<file path="src/hw/mssm_pkg.sv">
// Package: constants for the motor standby and sleep mode controller
package mssm_pkg;
  // Clock and timing
  localparam int unsigned CLK_HZ = 25000000;
  localparam int unsigned SLEEP_QUAL_US = 1000;
  localparam int unsigned SLEEP_QUAL_CYC = (SLEEP_QUAL_US * (CLK_HZ / 1000000));
  // Duty measurement: one window of PWM samples, standby below 1.5 percent
  localparam int unsigned DUTY_WIN_CYC = 4000;
  localparam int unsigned STBY_PERMILLE = 15;
  localparam int unsigned STBY_HIGH_CYC = (DUTY_WIN_CYC * STBY_PERMILLE) / 1000;
  // Sleep-allow value that enables sleep
  localparam logic SLEEP_ALLOW_ON = 1'b1;
  // Mode states
  typedef enum logic [2:0] {
    MSSM_ST_RESET = 3'b000,
    MSSM_ST_INIT = 3'b001,
    MSSM_ST_RUN = 3'b010,
    MSSM_ST_STANDBY = 3'b011,
    MSSM_ST_SLEEP = 3'b100
  } mssm_state_t;
endpackage : mssm_pkg

</file>
<file path="src/hw/mssm_ctrl.sv">
// Top: standby and sleep mode controller of the fan motor driver
`timescale 1ns/1ps
`default_nettype none
module mssm_ctrl
  import mssm_pkg::*;
#(
  parameter int unsigned QUAL_CYC = SLEEP_QUAL_CYC,
  parameter int unsigned WIN_CYC = DUTY_WIN_CYC,
  parameter int unsigned LOW_CYC = STBY_HIGH_CYC
) (
  // Clock and reset
  input wire logic mclk,
  input wire logic sys_rst,
  // Command pin: level and whether anyone drives it
  input wire logic pwm_in,
  input wire logic pwm_driven,
  // One-time configuration bit
  input wire logic otp_sleep_allow,
  // Motor measurement handshake
  input wire logic meas_done,
  output logic meas_clear,
  output logic meas_start,
  // Status
  output logic phase_hiz,
  output logic sleep_mode,
  output logic init_busy,
  output logic resync_ok
);
  mssm_state_t state, next_state;
  localparam int QW = $clog2(QUAL_CYC + 1);
  logic [QW-1:0] qual_cnt, next_qual_cnt;
  logic sleep_allow, next_sleep_allow;
  logic allow_read, next_allow_read;
  logic pwm_cmd;
  logic duty_low;
  logic win_done;
  logic qual_hit;
  logic sleep_req;

  // ----------------------------------------------------------------
  // Input conditioning
  // ----------------------------------------------------------------
  // A floating pin reads high, as the pull-up would make it
  assign pwm_cmd = pwm_in | ~pwm_driven;

  mssm_duty_meter #(
    .WIN_CYC(WIN_CYC),
    .LOW_CYC(LOW_CYC)
  ) u_meter (
    .mclk(mclk),
    .sys_rst(sys_rst),
    .pwm_cmd(pwm_cmd),
    .duty_low(duty_low),
    .win_done(win_done)
  );

  // ----------------------------------------------------------------
  // Sleep qualification timer and configuration capture
  // ----------------------------------------------------------------
  assign qual_hit = (qual_cnt == QW'(QUAL_CYC));

  // Sleep needs both a full low interval and the one-time permission
  assign sleep_req = qual_hit && sleep_allow;

  // Latch the one-time bit once after reset release, never under reset
  always_comb begin
    next_allow_read = 1'b1;
    next_sleep_allow = allow_read ? sleep_allow
                                  : (otp_sleep_allow == SLEEP_ALLOW_ON);
    if (pwm_cmd) begin
      next_qual_cnt = '0;
    end else if (qual_hit) begin
      next_qual_cnt = qual_cnt;
    end else begin
      next_qual_cnt = qual_cnt + QW'(1);
    end
  end

  always_ff @(posedge mclk or posedge sys_rst) begin
    if (sys_rst) begin
      qual_cnt <= '0;
      sleep_allow <= 1'b0;
      allow_read <= 1'b0;
    end else begin
      qual_cnt <= next_qual_cnt;
      sleep_allow <= next_sleep_allow;
      allow_read <= next_allow_read;
    end
  end

  // ----------------------------------------------------------------
  // Mode state machine
  // ----------------------------------------------------------------
  // Sleep takes priority over standby since it is the deeper state
  always_comb begin
    next_state = state;
    unique case (state)
      MSSM_ST_RESET: begin
        if (allow_read) begin
          next_state = MSSM_ST_INIT;
        end
      end
      MSSM_ST_INIT: begin
        if (sleep_req) begin
          next_state = MSSM_ST_SLEEP;
        end else if (meas_done) begin
          next_state = MSSM_ST_RUN;
        end
      end
      MSSM_ST_RUN: begin
        if (sleep_req) begin
          next_state = MSSM_ST_SLEEP;
        end else if (win_done && duty_low) begin
          next_state = MSSM_ST_STANDBY;
        end
      end
      MSSM_ST_STANDBY: begin
        if (sleep_req) begin
          next_state = MSSM_ST_SLEEP;
        end else if (win_done && !duty_low) begin
          // Without sleep the values survive, so resume without re-init
          next_state = MSSM_ST_RUN;
        end
      end
      MSSM_ST_SLEEP: begin
        if (pwm_cmd) begin
          next_state = MSSM_ST_RESET;
        end
      end
      default: next_state = MSSM_ST_RESET;
    endcase
  end

  always_ff @(posedge mclk or posedge sys_rst) begin
    if (sys_rst) begin
      state <= MSSM_ST_RESET;
    end else begin
      state <= next_state;
    end
  end

  // ----------------------------------------------------------------
  // Outputs
  // ----------------------------------------------------------------
  // Decode of the states in which the bridge may drive the phases
  function automatic logic drives_phases(input mssm_state_t s);
    return (s == MSSM_ST_RUN) || (s == MSSM_ST_INIT);
  endfunction : drives_phases

  // Phases drive in the running and init states; hi-Z in reset, standby and sleep
  assign phase_hiz = !drives_phases(state);
  assign sleep_mode = (state == MSSM_ST_SLEEP);
  assign init_busy = (state == MSSM_ST_INIT);
  assign meas_clear = (state == MSSM_ST_RESET);
  assign meas_start = (state == MSSM_ST_RESET) && allow_read;
  assign resync_ok = ~sleep_allow & allow_read;
endmodule : mssm_ctrl
`default_nettype wire

</file>
<file path="src/hw/mssm_duty_meter.sv">
// Duty meter: counts high samples of the PWM command over a fixed window
`timescale 1ns/1ps
`default_nettype none
module mssm_duty_meter
  import mssm_pkg::*;
#(
  parameter int unsigned WIN_CYC = DUTY_WIN_CYC,
  parameter int unsigned LOW_CYC = STBY_HIGH_CYC
) (
  // Clock and reset
  input wire logic mclk,
  input wire logic sys_rst,
  // Command input, pull-up already resolved
  input wire logic pwm_cmd,
  // Result, updated once per window
  output logic duty_low,
  output logic win_done
);
  localparam int W = $clog2(WIN_CYC + 1);
  logic [W-1:0] win_cnt, next_win_cnt;
  logic [W-1:0] high_cnt, next_high_cnt;
  logic next_duty_low;
  logic next_win_done;

  // ----------------------------------------------------------------
  // Window counting
  // ----------------------------------------------------------------
  // Whole-window average rejects single glitches at the cost of latency
  always_comb begin
    next_win_done = 1'b0;
    next_duty_low = duty_low;
    next_win_cnt = win_cnt + W'(1);
    next_high_cnt = high_cnt + W'(pwm_cmd);
    if (win_cnt == W'(WIN_CYC - 1)) begin
      next_win_done = 1'b1;
      next_duty_low = (next_high_cnt < W'(LOW_CYC));
      next_win_cnt = '0;
      next_high_cnt = '0;
    end
  end

  always_ff @(posedge mclk or posedge sys_rst) begin
    if (sys_rst) begin
      win_cnt <= '0;
      high_cnt <= '0;
      duty_low <= 1'b1;
      win_done <= 1'b0;
    end else begin
      win_cnt <= next_win_cnt;
      high_cnt <= next_high_cnt;
      duty_low <= next_duty_low;
      win_done <= next_win_done;
    end
  end
endmodule : mssm_duty_meter
`default_nettype wire

</file>
<file path="config.mk">
export PLATFORM = sky130hd
export DESIGN_NAME = mssm_ctrl
export DESIGN_NICKNAME = d
export VERILOG_FILES = /design/src/hw/mssm_pkg.sv /design/src/hw/mssm_ctrl.sv /design/src/hw/mssm_duty_meter.sv
export SDC_FILE = /design/constraint.sdc
export NUM_CORES = 1
export LEC_CHECK = 0
export BUFFER_PORTS_ARGS = -buffer_cell sky130_fd_sc_hd__buf_2
export CAP_MARGIN = 10
export CORE_UTILIZATION = 48
export DETAILED_ROUTE_END_ITERATION = 8
export MAX_ROUTING_LAYER = met4
export SLEW_MARGIN = 0
export SYNTH_ARGS = -nofsm -noshare
export SYNTH_HDL_FRONTEND = slang
export SYNTH_SLANG_ARGS = --single-unit
</file>
<file path="constraint.sdc">
create_clock -name mclk -period 6 [get_ports mclk]
set_input_delay 0 -clock mclk [delete_from_list [all_inputs] [get_ports mclk]]
set_output_delay 0 -clock mclk [all_outputs]
set_load 0.01 [all_outputs]
</file>
==> results of run 1 <==
==> cells by family (layout without fill, tap and decap cells) <==
| group | count (synthesis) | after routing |
|---|---|---|
| xor+xnor | 33 | 33 |
| compound gates | 18 | 18 |
| mux | 3 | 3 |
| flops | 46 | 46 |
| fa+ha+maj | 5 | 5 |
| simple gates | 120 | 120 |
| buf+inv | 14 | 29 |
| other cells | 1 | 1 |
==> registers in the layout, indices dropped and copies added, names as in the netlist <==
signal / cells
allow_read: 1
u_meter.win_done: 1
u_meter.win_cnt: 12
sleep_allow: 1
u_meter.high_cnt: 12
qual_cnt: 15
state: 3
u_meter.duty_low: 1
==> worst max-delay path by stage <==
stage | cells past startpoint | slack [ns] | endpoint | from
after global routing | 6 | 3.39 | u_meter.duty_low | u_meter.win_cnt[0]
after detailed placement | 9 | 3.50 | u_meter.duty_low | pwm_in
after CTS | 6 | 3.60 | u_meter.duty_low | u_meter.win_cnt[0]
after floorplan | 10 | 3.81 | u_meter.duty_low | pwm_in
final | 6 | 3.64 | u_meter.duty_low | u_meter.win_cnt[0]
after global placement | 9 | 3.56 | u_meter.duty_low | pwm_in
==> cells in the final DEF (no fill, tap or decap), drive strengths merged, types with 7 or more instances in the layout <==
master and instances:
xnor2 14, nor2 40, nand4 9, dfrtp 45, xor2 19, nand3 14, inv 7, nand2 13
buf 12
==> through the flow <==
stage	setup slack, ns	power, W	area [sq um]	std cells	hold slack, ns
2_1_floorplan	3.808	0.0004599	2342	240	0.1504
3_3_place_gp	3.560	0.0004856	2467	312	0.2357
3_5_place_dp	3.498	0.0004843	2467	312	0.2385
4_1_cts	3.605	0.0006837	2582	322	0.03520
5_1_grt	3.391	0.0007185	2582	322	0.03778
6_report	3.638	0.0006714	2582	322	0.03975
==> tightest hold or removal path: cells and delay by family <==
kind                   cells  cell delay (ns)
buffers and inverters      1             0.11
AOI/OAI and AO/OA          1             0.13
and+or+nand+nor            1             0.05
==> cell type report <==
class / count / area [sq um] / area share [%]
timing repair buffer: 14 / 82.58 / 3.198
sequential: 46 / 1152 / 44.62
clock buffer: 6 / 82.58 / 3.198
clock inverter: 2 / 12.51 / 0.4845
tap: 67 / 83.83 / 3.246
multi-input combinational: 180 / 1142 / 44.23
inverter: 7 / 26.28 / 1.017
==> power by group through the flow <==
stage / Combinational [W] / Clock (W) / Sequential, W
5_1_grt: 0.000124 / 0.000217 / 0.000378
6_report: 0.000106 / 0.000193 / 0.000372
2_1_floorplan: 0.0000938 / 0 / 0.000366
4_1_cts: 0.000108 / 0.000203 / 0.000373
3_5_place_dp: 0.000106 / 0 / 0.000378
3_3_place_gp: 0.000107 / 0 / 0.000379
==> layer usage <==
layer | GRT usage, % | wire [microns] | vias to the layer above
met4 | 3.922 | 23 | 0
met5 | - | 0 | -
met3 | 5.063 | 74 | 2
li1 | - | - | 847
met1 | 23.41 | 1902 | 764
met2 | 27.67 | 1801 | 16
==> qor.yml, run 1 <==
antenna_found_initial: 0
cts_hold_buf: 2
dpl.hpwl_mm: 2.637
grt_pass1_wl_mm: 7.031
placeableCoreArea_sq_um: 4723
hold_path_class: "input port to flop"
first_pass_iters: 5
path_max_fanout: 13
cpMaxStageDelayCell: "nor4_2"
place.port_buffers: 11
final_core_util_pct: 54.68
critical_path.cell_chain: "ha_1 -> nand4_1 -> nor4_2 -> buf_4 -> inv_1 -> o31ai_2"
clk_pin_slew_ns: 0.08
r2r-start: "u_meter.win_cnt[0]"
start_kind: "flop"
root_buffer: "clkbuf_8"
drive_above_1_share_pct: 11.37
post_drt_wl_per_cell_microns: 11.81
vdd_drop_max_mv: 0.1921
timing.fmax_ghz: 0.4234
maxCapViolCount: 0
syn_nets: 251
maxSlewViolCount: 0
syn_avg_cell_area_sq_um: 9.759
drtIter0Drc: 83
vias_per_cell: 5.059
route.vias.total: 1629
ys.flop_type: "dfrtp_1"
synth_top_area_cell: "dfrtp_1"
synthAdderAreaFrac_pct: 2.671
skew_ns: 0.004597
status: "finished clean"
rrSetupSlack_ns: 3.64
crit_path_end_kind: "flop"
switching_share_pct: 27.84
yosysWarnings: 0
synth_top_family_by_area: "simple AND/OR/NAND/NOR gates"
timing_hold_violations_final: 0
critPathMaxStageDelay_ns: 0.88
synth-compound-area-share_pct: 5.075
power_density_nw_per_um2: 260.0
clk_latency_ns: 0.29
start_util_pct: 49.59
area_growth_pct: 10.26
arrival_ns: 2.57
p_leak_nw: 1.131
synth_mux_area_share_pct: 1.389
synth_area_leaders: "dfrtp_1 48%, xor2_1 7.1%, nor2_1 6.4%"
yosysSeqAreaShare_pct: 49.20
setup_viol: 0
cp_top_family: "simple AND/OR/NAND/NOR gates"
maxSlewHeadroom_pct: 29.87
ioPinCount: 12
synth-async-reset-ratio_pct: 100.0
pwr-share-clk_pct: 28.7
setup_tns_ns: 0
yosysUniqueCellTypes: 43
cts_setup_buffers: 0
yosys-top-cells-count: "45 x dfrtp_1, 40 x nor2_1, 19 x xor2_1, 14 x nand3_1, 14 x xnor2_1"
seqPwrFrac_pct: 55.5
switching_power_w: 0.0001869
overflow: 0
grt_usage_pct: 17.85
critical_path_buf_inv_count: 2
cts_resized: 0
die_area_sq_um: 5163
yosys.area_share.xor_xnor_pct: 12.34
p_int_w: 0.0004844
synth-edff-count: 0
hold_start: "meas_done"
cts_buffers: 5
cts_max_path_buffers: 2
required_ns: 6.21
cts_tree: "yes"
rsz0062_at_grt: "false"
ant_nets: 0
synth.most_common_cell: "dfrtp_1"
htree_levels: 2
min_to: "state[1]"
reg2reg_to: "u_meter.duty_low"
routabilityCongestion: 0.7576
n_fill_cell: 429
netlist_instances: 240
grt_pass1_vias: 1563
hold_path_depth: 3
cts_sinks: 46
synth-simple-area-share_pct: 26.87
netlist_area_sq_um: 2342
worst_pin_slew_ns: 1.043
ys_ff_latch: 46
grt_max_degree: 47
insertedDiodeCount: 0
die_x_microns: 71.86
rows: 25
min_period_ns: 2.362
period_share_pct: 39.37
routed_wl_mm: 3.802
drcViolationCount: 0
reg2reg_depth: 6
worstSetupPathType: "flop to flop"
synth_top_area_share_pct: 48.08
die_h_microns: 71.86
layout.nets: 265
p_comb_share_pct: 15.8
No activity file was read; power rests on OpenSTA's default activity.
==> inputs of run 2 (changes only) <==
--- a/config.mk
+++ b/config.mk
@@ -10,6 +10,7 @@
 export CORE_UTILIZATION = 48
 export DETAILED_ROUTE_END_ITERATION = 8
 export MAX_ROUTING_LAYER = met4
+export PLACE_DENSITY = 0.67
 export SLEW_MARGIN = 0
 export SYNTH_ARGS = -nofsm -noshare
 export SYNTH_HDL_FRONTEND = slang
==> constraint.sdc (replaced) <==
create_clock -name mclk -period 1.9 [get_ports mclk]
set_input_delay 0 -clock mclk [delete_from_list [all_inputs] [get_ports mclk]]
set_output_delay 0 -clock mclk [all_outputs]
set_load 0.01 [all_outputs]
==> run 2 against run 1 <==
  * Sequential share of layout area down 2.5 points
  * Power increased to 3.7 times the previous value
  * Clock skew grew 0.0011 ns
  * Setup slack got worse by 3.6 ns
  * Critical path depth grew 1
  * Fmax increased by 27%
  * Global-route usage increased by 0.30 points
  * Clock power increased to 4.5 times the previous value
  * Final cell count rose by 3.4%
  * Largest cell class is now multi-input gates
  * Routed wire length is 6.5% higher
  * First-iteration DRC count is 23% higher
==> qor.yml, run 2 (synthesis gave the netlist of run 1 again) <==
layout.nets: 276  # +4.2%
final_common_cell: "dfrtp_1"
timing_hold_violations_final: 0  # unchanged
design_area_sq_um: 2733  # +5.8%
skew_ns: 0.005734  # +0.001137 ns
root_buffer: "clkbuf_8"
p_leak_nw: 1.208  # +6.8%
cts_resized: 0  # unchanged
grt_pass1_wl_mm: 6.969  # -0.88%
setup_viol: 0  # unchanged
die_x_microns: 71.86  # unchanged
start_util_pct: 49.59  # unchanged
vdd_drop_max_mv: 0.4652  # +140%
clk_pin_slew_ns: 0.09  # about the same
grt_max_degree: 32  # -32%
status: "finished clean"
area_growth_pct: 16.67
holdWs_ns: 0.03761  # -0.002137 ns
power_density_nw_per_um2: 898.3  # +250%
cts_tree: "yes"
drive_above_1_share_pct: 15.79  # +4.4 points
min_period_ns: 1.867  # -0.4948 ns
crit_path_end_kind: "flop"
grt_usage_pct: 18.15  # +0.30 points
maxSlewViolCount: 0  # unchanged
routed_wl_mm: 4.049  # +6.5%
ant_nets: 0  # unchanged
drcViolationCount: 0  # unchanged
overflow: 0  # unchanged
grt_pass1_vias: 1550  # -0.83%
critPathMaxStageDelay_ns: 0.40  # -0.48 ns
maxCapViolCount: 0  # unchanged
placeableCoreArea_sq_um: 4723  # unchanged
worst_pin_slew_ns: 0.6231  # -0.4202 ns
required_ns: 2.12  # -4.09 ns
regMostFlops: "qual_cnt"
vias_per_cell: 5.135  # +1.5%
cts_max_path_buffers: 2  # unchanged
power.total_w: 0.002455  # +270%
clk_latency_ns: 0.30  # about the same
post_drt_wl_per_cell_microns: 12.16  # +3.0%
route.vias.total: 1710  # +5.0%
ioPinCount: 12  # unchanged
insertedDiodeCount: 0  # unchanged
cts_buffers: 5  # unchanged
final_cell_mix: "45 x dfrtp_1, 40 x nor2_1, 19 x xor2_1, 14 x nand3_1, 14 x xnor2_1"
path_max_fanout: 2  # -11
maxSlewHeadroom_pct: 58.40  # +29 points
antenna_found_initial: 0  # unchanged
dpl.hpwl_mm: 2.855  # +8.2%
htree_levels: 2  # unchanged
place.port_buffers: 11  # unchanged
start_kind: "flop"
drtIter0Drc: 102  # +23%
cp_common_cell: "ha_4"
die_area_sq_um: 5163  # unchanged
timing.fmax_ghz: 0.5356  # +27%
final_core_util_pct: 57.85  # +3.2 points
top_regs: "qual_cnt (15), u_meter.high_cnt (12), u_meter.win_cnt (12)"
largest_reg_flops: 15  # unchanged
cp_top_family: "simple AND/OR/NAND/NOR gates"
rows: 25  # unchanged
period_share_pct: 98.28  # +59 points
worstSetupPathType: "flop to flop"
rsz0062_at_grt: "true"
rrSetupSlack_ns: 0.03  # -3.61 ns
die_h_microns: 71.86  # unchanged
first_pass_iters: 4  # -1
critical_path_buf_inv_count: 0  # -2
cts_sinks: 46  # unchanged
routabilityCongestion: 0.8048  # +6.2%
arrival_ns: 2.09  # -0.48 ns
hold_path_class: "input port to flop"
critical_path.cell_chain: "ha_4 -> ha_4 -> and3_4 -> and2_4 -> or3_1 -> a211o_1 -> o31ai_2"
place_area_sq_um: 2567  # +4.1%
setup_tns_ns: 0  # unchanged
cpMaxStageDelayCell: "dfrtp_1"
==> run 2: cell count changes in the layout (fill, tap and decap cells not counted), moves of 2 or more <==
cell / delta
buf_4: +11
bufinv_16: +2
ha_1: -2
ha_4: +2
==> run 2: tightest hold or removal path: stages <==
cell	delay (ns)
buf_2	0.11
a21oi_1	0.14
nor3_1	0.06
==> run 2: timing repair <==
item / CTS / global route
gates cloned: 0 / 0
setup endpoints to repair: 1 / 1
setup buffers: 1 / 0
hold buffers: 2 / 0
endpoints found under the hold margin: 29 / 0
pin swaps: 1 / 1
==> run 2: worst paths after layout <==
kind,startpoint,endpoint,depth (start not counted)
min in group asynchronous,sys_rst,qual_cnt[7],3
max in group asynchronous,sys_rst,qual_cnt[3],4
hold / removal,meas_done,state[1],3
setup reg to reg,u_meter.high_cnt[0],u_meter.duty_low,7
setup / recovery,u_meter.high_cnt[0],u_meter.duty_low,7
hold reg to reg,u_meter.duty_low,u_meter.duty_low,2
==> run 2: area by class of cell <==
| class | instances | area [sq um] |
|---|---|---|
| repair buffers | 25 | 165.2 |
| well taps | 67 | 83.83 |
| multi-input cells | 180 | 1167 |
| clock buffers | 5 | 68.82 |
| flip-flops and latches | 46 | 1152 |
| inverters | 7 | 26.28 |
| fillers | 413 | 1991 |
| clock inverters | 3 | 68.82 |
==> run 2: per-stage QoR <==
step                worst slack [ns]  std cells
floorplan                   -0.04158        240
global placement             0.02623        322
detailed placement         0.0008022        322
CTS                         -0.01542        333
global route                -0.08021        333
finish                       0.03276        333
==> run 2: power by group <==
group / leakage, nW / internal (W) / switching, W / total [W]
clock: 0.0683 / 0.000527 / 0.000334 / 0.000861
sequential: 0.599 / 0.00107 / 0.000118 / 0.00119
combinational: 0.540 / 0.000224 / 0.000184 / 0.000408
total: 1.21 / 0.00182 / 0.000637 / 0.00245
==> run 2: routing by layer <==
metal	GRT usage [%]	vias up	routed length [microns]
met1	22.67	806	2003
met2	28.62	19	1876
met4	7.190	0	71
met5	-	-	0
met3	4.219	6	97
li1	-	879	-
